$ cat config.mk
export PLATFORM = sky130hd
export DESIGN_NAME = spt_top
export DESIGN_NICKNAME = d
export VERILOG_FILES = /design/src/hdl/spt_pkg.sv /design/src/hdl/spt_top.sv
export SDC_FILE = /design/constraint.sdc
export NUM_CORES = 1
export LEC_CHECK = 0
export BUFFER_PORTS_ARGS = -buffer_cell sky130_fd_sc_hd__buf_4
export CORE_MARGIN = 2
export CORE_UTILIZATION = 55
export DETAILED_ROUTE_END_ITERATION = 8
export GPL_TIMING_DRIVEN = 0
export PLACE_DENSITY = 0.78
export RECOVER_POWER = 50
export SKIP_LAST_GASP = 1
export SYNTH_ARGS = -nofsm -noshare
export SYNTH_HDL_FRONTEND = slang
export SYNTH_SLANG_ARGS = --single-unit
$ cat constraint.sdc
create_clock -name CLK_IN -period 2.5 [get_ports CLK_IN]
set_input_delay 0.125 -clock CLK_IN [delete_from_list [all_inputs] [get_ports CLK_IN]]
set_output_delay 0.125 -clock CLK_IN [all_outputs]
set_load 0.01 [all_outputs]
$ cat src/hdl/spt_pkg.sv
// Package: register map, field positions, reset values and timing counts
package spt_pkg;
	// Register byte addresses
	localparam logic [3:0] ADDR_PROT_CTRL  = 4'h0;
	localparam logic [3:0] ADDR_PIT_CTRL   = 4'h4;
	localparam logic [3:0] ADDR_PIT_COUNT  = 4'h8;
	localparam logic [3:0] ADDR_WD_SERVICE = 4'hC;
	// Protection control fields
	localparam int WD_ENABLE_BIT   = 7;
	localparam int WD_RST_IRQ_BIT  = 6;
	localparam int WD_TIMING_LSB   = 4;
	localparam int DBF_ENABLE_BIT  = 3;
	localparam int BUS_MON_DIS_BIT = 2;
	localparam int BUS_MON_TO_LSB  = 0;
	localparam logic [7:0] PROT_CTRL_RESET = 8'hFC;
	// Periodic timer count fields
	localparam int WD_PRESCALE_BIT  = 9;
	localparam int PIT_PRESCALE_BIT = 8;
	// Periodic control fields
	localparam int PIT_LEVEL_LSB = 8;
	localparam logic [10:0] PIT_CTRL_RESET = 11'h00F;
	// Service sequence keys
	localparam logic [7:0] SERVICE_KEY_1 = 8'h55;
	localparam logic [7:0] SERVICE_KEY_2 = 8'hAA;
	// Prescaler divide ratio
	localparam logic [8:0] PRESCALE_LAST = 9'h1FF;
	// Crystal divide-by-128 ratio
	localparam logic [6:0] XTAL_DIV_LAST = 7'h7F;
	// Watchdog exponents for codes 00..11
	localparam int WD_EXP_BASE = 9;
	// Bus monitor timeouts in system clocks
	localparam logic [10:0] BM_TO_00 = 11'h400;
	localparam logic [10:0] BM_TO_01 = 11'h200;
	localparam logic [10:0] BM_TO_10 = 11'h100;
	localparam logic [10:0] BM_TO_11 = 11'h080;
	// AXI responses
	localparam logic [1:0] RESP_OKAY   = 2'h0;
	localparam logic [1:0] RESP_SLVERR = 2'h2;
endpackage

$ cat src/hdl/spt_top.sv
// System protection, watchdog and periodic interrupt timer block
// What this block does
// - Watchdog timing codes select 2^9,2^11,2^13,2^15 input clocks unprescaled
// - Watchdog prescale bit divides by 512 first, giving 2^18..2^24
// - Watchdog timing field resets to code 11, longest timeout
// - Watchdog input clock is crystal divided by 1 or 128 per mode pins
// - New watchdog timeout applies only after 0x55 then 0xAA service
// - Double fault monitor runs when enable bit is 1; defaults to 1
// - External bus monitor disable bit is active low enable; defaults to 1
// - Bus monitor timeout codes give 1024, 512, 256, 128 system clocks
// - Periodic control bits 15..11 read zero, writes ignored
// - Periodic level zero disables interrupt; 1..7 request that level
// - Periodic timer keeps counting while its level is zero
// - Interrupt acknowledge for periodic level returns programmed 8-bit vector
// - Periodic count register bits 15..10 read zero, writes ignored
// - Periodic prescale bit divides periodic clock by 512, else none
// - Both prescale bits reset to inverted mode pin one at reset release
// - Periodic control and count registers writable any time, unprotected
// - Count register: watchdog prescale bit 9, periodic bit 8, count 7..0
// - Periodic count of zero stops the timer; count rewritable any time
// - Watchdog timeout gives level 7 interrupt or reset per select bit
// - Protection control readable always, only first write accepted
//
// Register access over AXI4-Lite and the register offsets were decided locally.
`timescale 1ns/100ps
`default_nettype none
module spt_top
(
	// Clock and reset
	input  wire logic        CLK_IN,
	input  wire logic        RST_N_IN,
	// Mode pins
	input  wire logic        CLOCK_MODE_PIN_ONE_IN,
	input  wire logic        XTAL_DIV128_SEL_IN,
	// Interrupt acknowledge from core
	input  wire logic        IACK_IN,
	input  wire logic [2:0]  IACK_LEVEL_IN,
	// Bus monitor activity and double fault input
	input  wire logic        BUS_CYCLE_ACTIVE_IN,
	input  wire logic        BUS_CYCLE_EXTERNAL_IN,
	input  wire logic        DOUBLE_FAULT_IN,
	// AXI4-Lite write address
	input  wire logic        S_AXI_AWVALID,
	output logic             S_AXI_AWREADY,
	input  wire logic [3:0]  S_AXI_AWADDR,
	// AXI4-Lite write data
	input  wire logic        S_AXI_WVALID,
	output logic             S_AXI_WREADY,
	input  wire logic [31:0] S_AXI_WDATA,
	input  wire logic [3:0]  S_AXI_WSTRB,
	// AXI4-Lite write response
	output logic             S_AXI_BVALID,
	input  wire logic        S_AXI_BREADY,
	output logic [1:0]       S_AXI_BRESP,
	// AXI4-Lite read address
	input  wire logic        S_AXI_ARVALID,
	output logic             S_AXI_ARREADY,
	input  wire logic [3:0]  S_AXI_ARADDR,
	// AXI4-Lite read data
	output logic             S_AXI_RVALID,
	input  wire logic        S_AXI_RREADY,
	output logic [31:0]      S_AXI_RDATA,
	output logic [1:0]       S_AXI_RRESP,
	// Interrupt, reset and bus error outputs
	output logic [2:0]       IRQ_LEVEL_OUT,
	output logic             IACK_VECTOR_VALID_OUT,
	output logic [7:0]       IACK_VECTOR_OUT,
	output logic             SYSTEM_RESET_REQ_OUT,
	output logic             BUS_ERROR_OUT,
	output logic             DOUBLE_FAULT_RESET_OUT
);

	typedef enum logic [2:0]
	{
		SVC_IDLE = 3'b001,
		SVC_GOT1 = 3'b010,
		SVC_ERR  = 3'b100
	} spt_svc_t;

	typedef struct packed
	{
		logic [1:0]  mode_sync;
		logic [1:0]  div_sync;
		logic [2:0]  iack_sync;
		logic [5:0]  lvl_sync;
		logic [1:0]  bus_sync;
		logic [1:0]  ext_sync;
		logic [1:0]  dbf_sync;
		logic [1:0]  strap_cnt;
		logic [7:0]  prot;
		logic        prot_locked;
		logic [10:0] pit_ctrl;
		logic [9:0]  pit_cnt_reg;
		logic [1:0]  wd_timing_act;
		logic        wd_pre_act;
		spt_svc_t    svc;
		logic [6:0]  xdiv;
		logic        xtick;
		logic [8:0]  wd_pre;
		logic [8:0]  pit_pre;
		logic [15:0] wd_cnt;
		logic [7:0]  pit_cnt;
		logic        pit_pend;
		logic        wd_irq;
		logic [10:0] bm_cnt;
		logic        aw_got;
		logic [3:0]  aw_addr;
		logic        w_got;
		logic [31:0] w_data;
		logic [3:0]  w_strb;
		logic        bvalid;
		logic [1:0]  bresp;
		logic        rvalid;
		logic [31:0] rdata;
		logic [1:0]  rresp;
		logic [2:0]  irq;
		logic        vec_valid;
		logic [7:0]  vec;
		logic        sys_rst;
		logic        bus_err;
		logic        dbf_rst;
	} spt_state_t;

	spt_state_t st_reg;
	spt_state_t st_next;

	logic        wr_fire;
	logic [15:0] wd_limit;
	logic [10:0] bm_limit;
	logic        wd_tick;
	logic        pit_tick;
	logic [7:0]  wdat;

	always_comb
	begin
		st_next = st_reg;
		wdat = st_reg.w_data[7:0];
		st_next.mode_sync = {st_reg.mode_sync[0], CLOCK_MODE_PIN_ONE_IN};
		st_next.div_sync  = {st_reg.div_sync[0], XTAL_DIV128_SEL_IN};
		st_next.iack_sync = {st_reg.iack_sync[1:0], IACK_IN};
		st_next.lvl_sync  = {st_reg.lvl_sync[2:0], IACK_LEVEL_IN};
		st_next.bus_sync  = {st_reg.bus_sync[0], BUS_CYCLE_ACTIVE_IN};
		st_next.ext_sync  = {st_reg.ext_sync[0], BUS_CYCLE_EXTERNAL_IN};
		st_next.dbf_sync  = {st_reg.dbf_sync[0], DOUBLE_FAULT_IN};
		// Capture inverted synced mode pin once after reset release
		if (st_reg.strap_cnt != 2'h3)
			st_next.strap_cnt = st_reg.strap_cnt + 2'h1;
		if (st_reg.strap_cnt == 2'h2)
		begin
			st_next.pit_cnt_reg[9:8] = {2{~st_reg.mode_sync[1]}};
			st_next.wd_pre_act = ~st_reg.mode_sync[1];
		end
		// Acknowledge on synced request edge; expiries below win over clear
		st_next.vec_valid = 1'b0;
		if (st_reg.iack_sync[1] && !st_reg.iack_sync[2])
		begin
			if (st_reg.wd_irq && st_reg.lvl_sync[5:3] == 3'h7)
				st_next.wd_irq = 1'b0;
			else if (st_reg.pit_pend &&
				st_reg.lvl_sync[5:3] == st_reg.pit_ctrl[10:8])
			begin
				st_next.vec = st_reg.pit_ctrl[7:0];
				st_next.vec_valid = 1'b1;
				st_next.pit_pend = 1'b0;
			end
		end
		// Crystal divide by 1 or 128
		st_next.xtick = 1'b0;
		if (st_reg.div_sync[1])
		begin
			st_next.xdiv = st_reg.xdiv + 7'h01;
			st_next.xtick = (st_reg.xdiv == spt_pkg::XTAL_DIV_LAST);
		end
		else
		begin
			st_next.xdiv = 7'h00;
			st_next.xtick = 1'b1;
		end
		// Watchdog prescaler
		wd_tick = 1'b0;
		if (st_reg.xtick)
		begin
			if (st_reg.wd_pre_act)
			begin
				st_next.wd_pre = st_reg.wd_pre + 9'h001;
				wd_tick = (st_reg.wd_pre == spt_pkg::PRESCALE_LAST);
			end
			else
			begin
				wd_tick = 1'b1;
			end
		end
		wd_limit = 16'h0001 << (spt_pkg::WD_EXP_BASE +
			2 * int'(st_reg.wd_timing_act));
		if (st_reg.prot[spt_pkg::WD_ENABLE_BIT] && wd_tick)
		begin
			if (st_reg.wd_cnt == wd_limit - 16'h0001)
			begin
				st_next.wd_cnt = 16'h0000;
				if (st_reg.prot[spt_pkg::WD_RST_IRQ_BIT])
					st_next.sys_rst = 1'b1;
				else
					st_next.wd_irq = 1'b1;
			end
			else
			begin
				st_next.wd_cnt = st_reg.wd_cnt + 16'h0001;
			end
		end
		// Periodic prescaler and counter, runs regardless of level
		pit_tick = 1'b0;
		if (st_reg.xtick)
		begin
			if (st_reg.pit_cnt_reg[spt_pkg::PIT_PRESCALE_BIT])
			begin
				st_next.pit_pre = st_reg.pit_pre + 9'h001;
				pit_tick = (st_reg.pit_pre == spt_pkg::PRESCALE_LAST);
			end
			else
			begin
				pit_tick = 1'b1;
			end
		end
		if (st_reg.pit_cnt_reg[7:0] == 8'h00)
		begin
			st_next.pit_cnt = 8'h00;
		end
		else if (pit_tick)
		begin
			if (st_reg.pit_cnt <= 8'h01)
			begin
				st_next.pit_cnt = st_reg.pit_cnt_reg[7:0];
				if (st_reg.pit_ctrl[10:8] != 3'h0)
					st_next.pit_pend = 1'b1;
			end
			else
			begin
				st_next.pit_cnt = st_reg.pit_cnt - 8'h01;
			end
		end
		// Interrupt level output, watchdog interrupt at level 7
		if (st_reg.wd_irq)
			st_next.irq = 3'h7;
		else if (st_reg.pit_pend && st_reg.pit_ctrl[10:8] != 3'h0)
			st_next.irq = st_reg.pit_ctrl[10:8];
		else
			st_next.irq = 3'h0;
		// Bus monitor on external cycles
		case (st_reg.prot[1:0])
			2'b00:   bm_limit = spt_pkg::BM_TO_00;
			2'b01:   bm_limit = spt_pkg::BM_TO_01;
			2'b10:   bm_limit = spt_pkg::BM_TO_10;
			default: bm_limit = spt_pkg::BM_TO_11;
		endcase
		st_next.bus_err = 1'b0;
		if (!st_reg.prot[spt_pkg::BUS_MON_DIS_BIT] && st_reg.bus_sync[1] &&
			st_reg.ext_sync[1])
		begin
			st_next.bm_cnt = st_reg.bm_cnt + 11'h001;
			if (st_reg.bm_cnt == bm_limit - 11'h001)
			begin
				st_next.bus_err = 1'b1;
				st_next.bm_cnt = 11'h000;
			end
		end
		else
		begin
			st_next.bm_cnt = 11'h000;
		end
		st_next.dbf_rst = st_reg.prot[spt_pkg::DBF_ENABLE_BIT] &&
			st_reg.dbf_sync[1];
		// AXI write channel capture
		if (S_AXI_AWVALID && !st_reg.aw_got)
		begin
			st_next.aw_got = 1'b1;
			st_next.aw_addr = S_AXI_AWADDR;
		end
		if (S_AXI_WVALID && !st_reg.w_got)
		begin
			st_next.w_got = 1'b1;
			st_next.w_data = S_AXI_WDATA;
			st_next.w_strb = S_AXI_WSTRB;
		end
		wr_fire = st_reg.aw_got && st_reg.w_got && !st_reg.bvalid;
		if (wr_fire)
		begin
			st_next.aw_got = 1'b0;
			st_next.w_got = 1'b0;
			st_next.bvalid = 1'b1;
			st_next.bresp = spt_pkg::RESP_OKAY;
			case (st_reg.aw_addr)
				spt_pkg::ADDR_PROT_CTRL:
				begin
					if (!st_reg.prot_locked && st_reg.w_strb[0])
					begin
						st_next.prot = wdat;
						st_next.prot_locked = 1'b1;
					end
				end
				spt_pkg::ADDR_PIT_CTRL:
				begin
					if (st_reg.w_strb[0])
						st_next.pit_ctrl[7:0] = wdat;
					if (st_reg.w_strb[1])
						st_next.pit_ctrl[10:8] = st_reg.w_data[10:8];
				end
				spt_pkg::ADDR_PIT_COUNT:
				begin
					if (st_reg.w_strb[0])
						st_next.pit_cnt_reg[7:0] = wdat;
					if (st_reg.w_strb[1])
						st_next.pit_cnt_reg[9:8] = st_reg.w_data[9:8];
				end
				spt_pkg::ADDR_WD_SERVICE:
				begin
					if (st_reg.w_strb[0])
					begin
						if (wdat == spt_pkg::SERVICE_KEY_1)
							st_next.svc = SVC_GOT1;
						else if (wdat == spt_pkg::SERVICE_KEY_2 &&
							st_reg.svc == SVC_GOT1)
						begin
							st_next.svc = SVC_IDLE;
							st_next.wd_timing_act = st_reg.prot[5:4];
							st_next.wd_pre_act =
								st_reg.pit_cnt_reg[spt_pkg::WD_PRESCALE_BIT];
							st_next.wd_cnt = 16'h0000;
							st_next.wd_pre = 9'h000;
						end
						else
							st_next.svc = SVC_ERR;
					end
				end
				default: st_next.bresp = spt_pkg::RESP_SLVERR;
			endcase
		end
		if (st_reg.bvalid && S_AXI_BREADY)
			st_next.bvalid = 1'b0;
		// AXI read channel
		if (S_AXI_ARVALID && !st_reg.rvalid)
		begin
			st_next.rvalid = 1'b1;
			st_next.rresp = spt_pkg::RESP_OKAY;
			case (S_AXI_ARADDR)
				spt_pkg::ADDR_PROT_CTRL:
					st_next.rdata = {24'h000000, st_reg.prot};
				spt_pkg::ADDR_PIT_CTRL:
					st_next.rdata = {21'h000000, st_reg.pit_ctrl};
				spt_pkg::ADDR_PIT_COUNT:
					st_next.rdata = {22'h000000, st_reg.pit_cnt_reg};
				spt_pkg::ADDR_WD_SERVICE:
					st_next.rdata = 32'h00000000;
				default:
				begin
					st_next.rdata = 32'h00000000;
					st_next.rresp = spt_pkg::RESP_SLVERR;
				end
			endcase
		end
		else if (st_reg.rvalid && S_AXI_RREADY)
		begin
			st_next.rvalid = 1'b0;
		end
	end

	always_ff @(posedge CLK_IN or negedge RST_N_IN)
	begin
		if (!RST_N_IN)
		begin
			st_reg <= '0;
			st_reg.prot <= spt_pkg::PROT_CTRL_RESET;
			st_reg.pit_ctrl <= spt_pkg::PIT_CTRL_RESET;
			st_reg.wd_timing_act <= 2'h3;
			st_reg.svc <= SVC_IDLE;
		end
		else
		begin
			st_reg <= st_next;
		end
	end

	assign S_AXI_AWREADY = !st_reg.aw_got;
	assign S_AXI_WREADY = !st_reg.w_got;
	assign S_AXI_BVALID = st_reg.bvalid;
	assign S_AXI_BRESP = st_reg.bresp;
	assign S_AXI_ARREADY = !st_reg.rvalid;
	assign S_AXI_RVALID = st_reg.rvalid;
	assign S_AXI_RDATA = st_reg.rdata;
	assign S_AXI_RRESP = st_reg.rresp;
	assign IRQ_LEVEL_OUT = st_reg.irq;
	assign IACK_VECTOR_VALID_OUT = st_reg.vec_valid;
	assign IACK_VECTOR_OUT = st_reg.vec;
	assign SYSTEM_RESET_REQ_OUT = st_reg.sys_rst;
	assign BUS_ERROR_OUT = st_reg.bus_err;
	assign DOUBLE_FAULT_RESET_OUT = st_reg.dbf_rst;

endmodule
`default_nettype wire

# Word-level counts from Yosys, hierarchy flattened
# Index checks and enable logic that the tools add are counted.
[totals]
elab_cells = 187
input_bits = 60
reg_bits = 215
[classes]
reduce_logical = 45
n_mux = 65
n_eq_ne = 20
n_shift = 1
addsub = 10
bitwise_logic = 3
n_lt_le_gt_ge = 1
[ops]
columns = ["op", "n"]
rows = [
  ["16-bit two-way mux", 8],
  ["9-bit two-way mux", 11],
  ["11-bit case mux with 3 select lines", 2],
  ["37-bit two-way mux", 1],
  ["8-bit two-way mux", 4],
  ["11-bit two-way mux", 2],
  ["1-bit two-way mux", 21],
  ["3-bit two-way mux", 7],
  ["3-bit AND reduction", 7],
  ["9-bit by 1-bit adder with 9-bit output (second input constant)", 2],
  ["9-bit equality test (second input constant)", 2],
  ["1-bit logical AND", 17],
  ["16-bit by 1-bit adder with 16-bit output (second input constant)", 1],
  ["16-bit equality test", 1],
  ["4-bit equality test (second input constant)", 4],
  ["1-bit by 5-bit << shifter with 16-bit output (first input constant)", 1],
  ["16-bit by 1-bit subtractor with 16-bit output (second input constant)", 1],
  ["6-bit two-way mux", 2],
  ["11-bit by 1-bit adder with 11-bit output (second input constant)", 1],
  ["11-bit equality test", 1],
  ["11-bit by 1-bit subtractor with 11-bit output (second input constant)", 1],
  ["10-bit two-way mux", 1],
  ["2-bit two-way mux", 5],
  ["2-bit nonzero test", 5],
  ["25 further kinds", 37],
]

# Depth between registers and ports, before layout
# Gate-level depths: netlist of the first run.
[logic_depth]
depth_word = 11
ltp_mapped = 10

# Worst setup path before layout of the first run
# No wires, ideal clock.
[synth_path]
path_kind = "reg-to-reg"
from = "register st_reg[141] (netlist bit)"
to = "register st_reg[119] (netlist bit)"
arrival_time_ns = 2.098
setup_ns = 0.119
path_slack_ns = 0.283
n_path_buf = 1
period_less_slack_ns = 2.217
required_ns = 2.381
path_stages_with_launch = 11
cell_sequence = "dfrtp_1 > ha_1 > nand3_1 > nor2_1 > ha_1 > nor2b_1 > nor3_1 > nand2_2 > o31ai_4 > buf_12 > nor2_2"
[synth_lines]
columns = ["element", "line_no", "rtl"]
rows = [
  ["start, declared", "spt_top.sv:124", "spt_state_t st_reg;"],
  ["start signal, assigned", "spt_top.sv:378", "st_reg <= st_next;"],
]

==> impl_results.md, run 1 <==
- Root buffer cell: clkbuf_16
- Initial DRT Pass Iterations: 5
- Post-synthesis register bit count: 169
- Int Pwr: 6.16 mW
- Seq/Total Area, Yosys: 54.9%
- Pwr dens: 930 mW/mm^2
- Fin Clk Skew: 17.8 ps
- Hold Worst Slack: 38.3 ps
- Main synth FF type: dfrtp_1
- Max Slew Vio Count: 66
- Clock slew at reported path FFs: 60 ps
- Clk pwr share: 30.9%
- Layout Nets: 878
- Tcrit/Tclk final: 93.7%
- Post-synth top cells: dfrtp_1, mux2_2, buf_4
- Synth unique cells: 63
- CTS Sinks: 169
- Crit path capture: st_reg[120]$_DFF_PN0_
- # diodes: 0
- Setup violators final: 0
- Post-Route Setup TNS: 0 ps
- Synth area leader: dfrtp_1
- RSZ-0062 raised after global routing: false
- Post-CTS setup buffer count: 0
- Core ar.: 0.0138 sq mm
- Worst path arrival time: 2640 ps
- Reg2reg setup slack: 160 ps
- Placed Area: 0.00859 sq mm
- Number of global-route vias before repair: 5484
- Largest net degree at the start of global routing: 105
- Row cnt: 43
- Part of the power in registers: 46.1%
- Routed len/inst: 15.4 microns
- Worst Reg-to-Reg Cells: 10
- Initial Util: 55.9%
- Kind of critical path: flop to flop
- Worst Setup SP: st_reg[141]$_DFF_PN0_
- Failing checks: max-capacitance violations, max-slew violations
- First-pass GRT wire length: 25800 microns
- Drt drc: 0
- Ys async rst share: 100%
- Initial antenna violation count: 0
- Finished Cell Area: 0.00945 sq mm
- Gr ovfl total: 0
- Comb pwr share: 23.0%
- Max FFs per register: 129
- Vias after detailed routing: 5278
- Worst EP required: 2800 ps
- Peak VDD IR: 0.679 mV
- CP startpoint kind: flop
- Synth top area cells: dfrtp_1, mux2_2, buf_4
- Post-DP HPWL: 10700 microns
- Reg-to-Reg End: st_reg[120]$_DFF_PN0_
- Die Footprint: 0.0150 sq mm
- Switching share of power: 29.8%
- Routability congestion estimate: 0.813
- Post-Synthesis Cells: 663
- Worst-Margin Slew: 1620 ps
- Critical Path Fanout Max: 10
- Slew headroom: -8.19%
- Syn Area/Cell: 11.7 sq um
- PortBufs: 69
- DIE HEIGHT: 123 microns
- Design Power: 8.78 mW
- Number of routed nets with antenna violations: 0
- Crit Reg-Reg Startpoint: st_reg[141]$_DFF_PN0_
- Worst hold path type: input port to flop
- Fmax: 427 MHz
- Clock Latency Late Sink: 430 ps
- Layout area overhead: 22.2%
- Number of I/O pins: 116
- Crit end category: flop
- Net switching power: 2.62 mW
- Share of the synthesized area in the top cell type: 50.5%
- Status: complete, but fails checks
- Pleak: 4.45 nW
- Post-Route WL: 15400 microns
- Ys Warns: 0
- Proportion of layout cells with a drive suffix above 1: 27.7%
- DRT iter0 DRCs: 315
- Most numerous cell in the Yosys netlist: dfrtp_1
- Post-Synthesis Cell Area: 0.00773 sq mm
- Max-cap viol count: 1
- H-tree depth reported by CTS: 4
- CTS tree: done
- DIE WIDTH: 123 microns
- Endpoints failing hold: 0
- Clock Path Buffers: 2
- Gr usage total: 22.3%
- Cts bufs inserted: 17
- Avg Vias per Cell: 5.28
- Crit path time final: 2340 ps
- Number of flops mapped to enable cells by yosys: 0
==> power by group through the flow <==
stage                     sequential (mW)  combinational (mW)  clock, mW
after detailed placement             4.10                2.02          0
after global routing                 4.13                2.26       2.89
after floorplan                      3.86                1.53          0
after CTS                            4.05                2.09       2.75
after global placement               4.04                1.91          0
final                                4.05                2.02       2.72
==> critical path, cell delays in order, from the launching register on <==
cell and delay [ps]:
dfrtp_1 390, ha_1 200, nand3_1 90, nor2_1 110
ha_1 150, nor2b_1 100, nor3_4 370, nand2_2 160
o31ai_4 410, buf_12 190, nor2_2 50
==> metrics by stage <==
stage / std cells / setup WS (ps) / utilization, %
6_report: 1000 / 158 / 68.3
5_1_grt: 1000 / 27.4 / 68.3
4_1_cts: 1000 / 49.9 / 69.1
3_5_place_dp: 935 / -262 / 62.1
3_3_place_gp: 934 / -121 / 61.9
2_1_floorplan: 685 / 283 / -
==> kinds of logic after synthesis <==
kind of cell,count (synthesis),share of synthesized area (%)
flops,169,54.9
other cells,1,0.0485
simple gates,209,14.4
compound gates,77,6.62
xor+xnor,45,5.10
mux,71,10.2
buf+inv,80,6.86
fa+ha+maj,11,1.78
==> how the worst min path moves through the flow <==
| stage | startpoint | to | slack [ps] | cells after the start |
|---|---|---|---|---|
| global route | S_AXI_ARADDR[1] | S_AXI_RDATA[10]$_DFFE_PN0P_ | 70 | 4 |
| CTS | S_AXI_ARADDR[1] | S_AXI_RDATA[10]$_DFFE_PN0P_ | 30 | 4 |
| finish | S_AXI_ARADDR[1] | S_AXI_RDATA[10]$_DFFE_PN0P_ | 40 | 4 |
| detailed placement | RST_N_IN | st_reg[98]$_DFF_PN0_ | 100 | 1 |
| floorplan | RST_N_IN | BUS_ERROR_OUT$_DFF_PN0_ | -170 | 0 |
| global placement | DOUBLE_FAULT_IN | st_next[197]$_DFF_PN0_ | 230 | 1 |
==> routing by layer <==
| layer | vias up | wire [microns] | part of all wire [%] | global-route usage [%] |
|---|---|---|---|---|
| li1 | 2517 | - | - | - |
| met1 | 2585 | 6680 | 43 | 28.1 |
| met2 | 148 | 7710 | 50 | 37.6 |
| met3 | 28 | 689 | 4.5 | 4.46 |
| met4 | 0 | 352 | 2.3 | 9.77 |
| met5 | - | 0 | 0 | 0 |
==> layout by cell type, fill, tap and decap left out, drive strengths merged, types with 6 or more instances in the layout <==
cell type and n:
a22o 9, nor3 11, mux2 59, inv 18, buf 79, nor2 54, mux2i 12, and2 10
o21ai 29, nand2 47, a21oi 11, xor2 28, ha 11, dlygate4sd3 33, conb 23, clkbuf 77
and3 6, dfstp 13, nand4 13, dfrtp 156, nand3 29, xnor2 17, nor2b 9
==> area by class of cell <==
cell class | instances | area, sq um
fillers | 994 | 4380
repair buffers | 103 | 790
well taps | 180 | 225
flip-flops and latches | 169 | 4250
multi-input cells | 436 | 3040
clock buffers | 25 | 505
clock inverters | 7 | 113
plain buffers | 62 | 463
inverters | 18 | 67.6
==> timing repair <==
| action | CTS | global route |
|---|---|---|
| gates resized for setup | 2 | 1 |
| setup endpoints to repair | 13 | 10 |
| hold buffers | 33 | 0 |
| endpoints found under the hold margin | 92 | 0 |
(Power assumes the default switching activity.)
==> inputs of run 2 (changes only) <==
- CORE_UTILIZATION: 55 -> 52
- CTS_BUF_LIST: default -> sky130_fd_sc_hd__clkbuf_16
- clock period: 2.5 -> 2.1 ns (I/O delays scaled with it)
==> impl_results.md, run 2 (synthesis gave the netlist of run 1 again) <==
- Crit path capture: st_reg[122]$_DFF_PN0_
- Row cnt: 44 (+2.3%)
- Fillers: 1075 (+8.1%)
- Worst EP required: 2410 ps (-390 ps)
- Met1 usage: 26.8% (-1.3 points)
- Gr usage total: 21.2% (-1.1 points)
- Max Slew Vio Count: 0 (-100%)
- Most frequent cells in the layout: dfrtp_1, buf_4, mux2_2
- Worst-Margin Slew: 1020 ps (-600 ps)
- Worst path arrival time: 2350 ps (-290 ps)
- Crit Reg-Reg Startpoint: st_reg[141]$_DFF_PN0_
- Number of global-route vias before repair: 5648 (+3.0%)
- Gr ovfl total: 0 (unchanged)
- Worst Setup SP: st_reg[141]$_DFF_PN0_
- Avg Vias per Cell: 5.35 (+1.3%)
- Post-Route WL: 15900 microns (+3.2%)
- Non-filler cells, final: 1012 (+1.2%)
- Tcrit/Tclk final: 96.9% (+3.2 points)
- Pleak: 4.58 nW (+2.8%)
- CTS tree: done
- Hold Worst Slack: 34.5 ps (-3.73 ps)
- CTS Sinks: 169 (unchanged)
- Cts bufs inserted: 17 (unchanged)
- Routed len/inst: 15.7 microns (+2.0%)
- Slew headroom: 31.8% (+40 points)
- Routability congestion estimate: 0.795 (-2.2%)
- Layout area overhead: 25.0%
- Final worst setup slack: 65.9 ps (-92.3 ps)
- Vias after detailed routing: 5413 (+2.6%)
- Die Footprint: 0.0159 sq mm (+5.6%)
- Initial Util: 53.2% (-2.7 points)
- Initial antenna violation count: 0 (unchanged)
- Reg2reg setup slack: 70 ps (-90 ps)
- Root buffer cell: clkbuf_16
- Clock Latency Late Sink: 430 ps (about the same)
- Peak VDD IR: 0.603 mV (-11%)
- Worst Reg-to-Reg Cells: 10 (unchanged)
- Critical Path Fanout Max: 6 (-4)
- Post-DP HPWL: 10800 microns (+0.29%)
- Clock Path Buffers: 2 (unchanged)
- GR Util met2: 35.9% (-1.6 points)
- Status: finished clean
- # diodes: 0 (unchanged)
- Placed insts: 939 (+0.43%)
- Post-Place Worst Slack: -450 ps (-188 ps)
- RSZ-0062 raised after global routing: true
- Drt drc: 0 (unchanged)
- Number of I/O pins: 116 (unchanged)
- Endpoints failing hold: 0 (unchanged)
- Fin Clk Skew: 7.00 ps (-10.8 ps)
- Core ar.: 0.0145 sq mm (+5.1%)
- Crit end category: flop
- Most common cell after layout, fill and taps aside: dfrtp_1
- Reg-to-Reg End: st_reg[122]$_DFF_PN0_
- Pwr dens: 1130 mW/mm^2 (+21%)
- First-pass GRT wire length: 27100 microns (+4.7%)
- Most used routing layer: met2
- Clock slew at reported path FFs: 70 ps (about the same)
- PortBufs: 69 (unchanged)
- Setup violators final: 0 (unchanged)
- Number of routed nets with antenna violations: 0 (unchanged)
- CP startpoint kind: flop
- H-tree depth reported by CTS: 4 (unchanged)
- DRT iter0 DRCs: 353 (+12%)
- Met3 GRT Util: 4.12% (-0.34 points)
- Crit path time final: 2030 ps (-308 ps)
- Max FFs per register: 129 (unchanged)
- Layout Nets: 886 (+0.91%)
- Initial DRT Pass Iterations: 6 (+1)
- Worst hold path type: input port to flop
- Largest net degree at the start of global routing: 96 (-8.6%)
- DIE WIDTH: 126 microns (+2.8%)
- Proportion of layout cells with a drive suffix above 1: 30.6% (+2.9 points)
- Max-cap viol count: 0 (-1)
- Fmax: 492 MHz (+15%)
- Design Power: 10.9 mW (+24%)
- DIE HEIGHT: 126 microns (+2.8%)
- Kind of critical path: flop to flop
==> run 2: per-layer routing <==
| layer | up-vias | part of all wire [%] |
|---|---|---|
| met2 | 160 | 50 |
| li1 | 2535 | - |
| met5 | - | 0 |
| met3 | 29 | 4.2 |
| met1 | 2689 | 43 |
| met4 | 0 | 2.4 |
==> run 2: how the worst min path moves through the flow <==
stage,endpoint,start,slack (ps),cells after the start
2_1_floorplan,BUS_ERROR_OUT$_DFF_PN0_,RST_N_IN,-190,0
3_3_place_gp,st_next[197]$_DFF_PN0_,DOUBLE_FAULT_IN,210,1
3_5_place_dp,st_reg[100]$_DFF_PN0_,RST_N_IN,110,1
4_1_cts,S_AXI_RDATA[9]$_DFFE_PN0P_,S_AXI_ARADDR[1],20,4
5_1_grt,S_AXI_RDATA[9]$_DFFE_PN0P_,S_AXI_ARVALID,50,3
6_report,S_AXI_RDATA[9]$_DFFE_PN0P_,S_AXI_ARADDR[1],30,4
==> run 2: area by class of cell <==
type                       count  area (sq um)  share of cell area [%]
buffer                        61           459                    4.75
tap                          184           230                    2.38
timing repair buffer         112           902                    9.33
clock buffer                  17           425                    4.40
clock inverter                15           231                    2.39
sequential                   169          4250                    43.9
multi-input combinational    436          3100                    32.1
inverter                      18          67.6                   0.699
==> run 2: worst max-delay path, stage by stage (launching register included) <==
cell and delay [ps]:
dfrtp_1 410, ha_1 240, nand3_1 90, nor2_1 50, ha_1 180, nor2b_2 310
nor3_4 70, buf_4 170, nand4_1 120, xor2_1 220, nor2_2 60
==> run 2: metrics by stage <==
stage | instance area [sq um] | utilization (%) | setup TNS, ps
2_1_floorplan | 7820 | - | 0
3_3_place_gp | 8570 | 58.9 | -2780
3_5_place_dp | 8600 | 59.2 | -4440
4_1_cts | 9620 | 66.2 | -1.18
5_1_grt | 9670 | 66.5 | -291
6_report | 9670 | 66.5 | 0
==> run 2: repair_timing <==
action / 4_1_cts / 5_1_grt
pin swaps: 2 / 4
hold buffers: 33 / 0
endpoints found under the setup margin: 23 / 31
endpoints found under the hold margin: 105 / 0
resized for setup: 7 / 7
buffers inserted: 1 / 8
==> run 2: report_power, final <==
part / total [mW] / switching (mW) / internal (mW)
clock: 3.48 / 1.26 / 2.21
sequential: 4.86 / 0.821 / 4.04
combinational: 2.55 / 1.17 / 1.39
total: 10.9 / 3.25 / 7.63
==> inputs of run 3 (changes only) <==
- ABC_AREA: default -> 1
- PLACE_DENSITY: 0.78 -> 0.77
==> impl_results.md, run 3 <==
- CTS Sinks: 169 (unchanged)
- Clock Path Buffers: 2 (unchanged)
- Post-synthesis register bit count: 169 (unchanged)
- Syn Area/Cell: 8.59 sq um (-26%)
- Number of I/O pins: 116 (unchanged)
- Most common cell after layout, fill and taps aside: nand2_1
- Gr usage total: 22.4% (+1.2 points)
- Comb pwr share: 23.8% (+0.4 points)
- DIE WIDTH: 128 microns (+2.0%)
- Worst hold path type: input port to flop
- Number of global-route vias before repair: 5959 (+5.5%)
- Row cnt: 45 (+2.3%)
- HP Start: S_AXI_ARADDR[0]
- Max-cap viol count: 1 (+1)
- Layout area overhead: 23.7%
- Post-Route WL: 17700 microns (+11%)
- Slowest stage delay, CP: 360 ps (-50 ps)
- Setup violators final: 15 (+15)
- Die Footprint: 0.0165 sq mm (+4.0%)
- CTS tree: done
- Switching share of power: 32.5% (+2.6 points)
- Number of routed nets with antenna violations: 0 (unchanged)
- Routed len/inst: 13.6 microns (-13%)
- Synth unique cells: 44 (-30%)
- Initial antenna violation count: 0 (unchanged)
- Max Slew Vio Count: 66 (+66)
- Fillers: 1246 (+16%)
- Number of flops mapped to enable cells by yosys: 0 (unchanged)
- Tcrit/Tclk final: 106% (+8.9 points)
- Core ar.: 0.0151 sq mm (+4.2%)
- CP max-delay cell: dfrtp_1
- H-tree depth reported by CTS: 4 (unchanged)
- Failing checks: max-capacitance violations, max-slew violations, negative setup slack
- Post-Synthesis Cell Area: 0.00805 sq mm (+4.2%)
- Crit end category: flop
- Final worst setup slack: -121 ps (-187 ps)
- Seq/Total Area, Yosys: 52.7% (-2.2 points)
- Post-synth top cells: nand2_1, dfrtp_1, inv_1
- Post-Route Setup TNS: -1130 ps (-1130 ps)
- First-pass GRT wire length: 29000 microns (+7.2%)
- Non-filler cells, final: 1299 (+28%)
- Status: complete, but fails checks
- Most frequent cells in the layout: nand2_1, dfrtp_1, inv_1
- WP buf/inv: 3 (+2)
- Peak VDD IR: 0.720 mV (+20%)
- Share of the synthesized area in the top cell type: 48.5% (-2.0 points)
- Top cell family by delay on the critical path: simple AND/OR/NAND/NOR gates
- Placed insts: 1217 (+30%)
- Initial DRT Pass Iterations: 6 (unchanged)
- Max FFs per register: 129 (unchanged)
- Post-Place Worst Slack: -318 ps (+132 ps)
- Worst Setup SP: st_reg[141]$_DFF_PN0_
- Initial Util: 53.2% (about the same)
- Part of the power in registers: 45.7% (+1.1 points)
- Clock Latency Late Sink: 430 ps (about the same)
- Worst path arrival time: 2540 ps (+190 ps)
- Largest net degree at the start of global routing: 105 (+9.4%)
- Fmax: 450 MHz (-8.4%)
- PortBufs: 69 (unchanged)
- # diodes: 0 (unchanged)
- Crit path time final: 2220 ps (+187 ps)
- Area of the multi-input gates: 0.00311 sq mm (+0.28%)
- DRT iter0 DRCs: 520 (+47%)
- Pwr dens: 1000 mW/mm^2 (-11%)
- Worst-Margin Slew: 1650 ps (+622 ps)
- Main synth FF type: dfrtp_1
- Routability congestion estimate: 0.871 (+9.6%)
- Post-DP HPWL: 12100 microns (+12%)
- Critical Path Fanout Max: 5 (-1)
- Ys Warns: 0 (unchanged)
- Drt drc: 0 (unchanged)
- Worst EP required: 2420 ps (about the same)
- Post-Synthesis Cells: 937 (+41%)
- Int Pwr: 6.75 mW (-12%)
- Most numerous cell in the Yosys netlist: nand2_1
- Clk pwr share: 30.5% (-1.4 points)
- Net switching power: 3.25 mW (about the same)
- Kind of critical path: flop to flop
- Clock slew at reported path FFs: 60 ps (about the same)
- Gr ovfl total: 0 (unchanged)
- Ys async rst share: 100% (unchanged)
- Root buffer cell: clkbuf_16
- Slew headroom: -9.68% (-41 points)
- CP cell instances: ha_2 -> nand2_2 -> nor3b_2 -> nand2_1 -> nor2_1 -> ha_2 -> inv_2 -> nand2_2 -> nand2_4 -> nor2_4 -> nand2_2 -> nor2_4 -> nand2_4 -> nand2_4 -> buf_6 -> buf_12 -> nor2_2
- Avg Vias per Cell: 4.99 (-6.7%)
- Vias after detailed routing: 6482 (+20%)
- Endpoints failing hold: 0 (unchanged)
- Pleak: 5.04 nW (+10%)
- Synth area leader: dfrtp_1
- Layout Nets: 1170 (+32%)
- Fin Clk Skew: 6.58 ps (-0.417 ps)
- Crit Reg-Reg Startpoint: st_reg[141]$_DFF_PN0_
- Cts bufs inserted: 17 (unchanged)
- Proportion of layout cells with a drive suffix above 1: 19.3% (-11 points)
- CP startpoint kind: flop
- Synth top area cells: dfrtp_1, nand2_1, inv_1
- RSZ-0062 raised after global routing: true
- DIE HEIGHT: 128 microns (+2.0%)
- Design Power: 10.0 mW (-8.2%)
- Register area: 0.00425 sq mm (about the same)
## run 3: power groups by stage
stage | sequential [mW] | clock (mW) | combinational [mW]
after floorplan | 4.42 | 0 | 1.60
after global placement | 4.57 | 0 | 2.15
after detailed placement | 4.60 | 0 | 2.24
after CTS | 4.55 | 3.10 | 2.39
after global routing | 4.65 | 3.24 | 2.70
final | 4.57 | 3.05 | 2.38
## run 3: tightest hold or removal path: cells and delay by family
family	cells	cell delay [ps]
simple gates	1	60
compound gates	1	170
buf+inv	1	80
## run 3: final timing paths
path / endpoint / slack (ps) / cells past startpoint
setup / recovery: st_reg[122]$_DFF_PN0_ / -120 / 17
hold / removal: S_AXI_RRESP[1]$_DFFE_PN0P_ / 30 / 3
setup reg to reg: st_reg[122]$_DFF_PN0_ / -120 / 17
hold reg to reg: st_reg[197]$_DFF_PN0_ / 350 / 0
max in group asynchronous: st_reg[163]$_DFFE_PN1P_ / 260 / 3
min in group asynchronous: st_reg[93]$_DFFE_PN0P_ / 640 / 2
## run 3: kinds of logic after synthesis
logic type / after synthesis / synth area share [%]
flops: 169 / 52.7
simple gates: 428 / 23.0
other cells: 1 / 0.0466
xor+xnor: 35 / 3.81
compound gates: 117 / 7.66
mux: 4 / 0.544
buf+inv: 172 / 10.5
fa+ha+maj: 11 / 1.71
## run 3: cell type report
class / instances / share of cell area, %
buffer: 56 / 4.08
clock inverter: 14 / 1.43
tap: 188 / 2.36
sequential: 169 / 42.6
inverter: 116 / 4.40
clock buffer: 17 / 4.27
multi-input combinational: 618 / 31.2
timing repair buffer: 121 / 9.62
## run 3: per-stage QoR
step | hold slack, ps | area (sq um) | util (%)
after global routing | 20.9 | 9960 | 65.8
after global placement | 214 | 8890 | 58.7
after CTS | 3.39 | 9980 | 65.9
after floorplan | -191 | 8140 | -
final | 28.0 | 9960 | 65.8
after detailed placement | 87.5 | 8920 | 58.9
## run 3: layer usage
metal / GRT usage (%) / wire length (microns) / up-vias
met5: 0 / 0 / -
met4: 7.56 / 269 / 0
met3: 4.49 / 960 / 22
met2: 34.8 / 8300 / 195
met1: 31.9 / 8150 / 3041
li1: - / - / 3224
## run 3: timing repair
item / CTS / global route
buffers inserted: 19 / 3
cloned: 1 / 0
hold buffers: 29 / 0
pin swaps: 5 / 13
hold endpoints to repair: 93 / 0
setup endpoints to repair: 26 / 26
gates resized for setup: 10 / 16
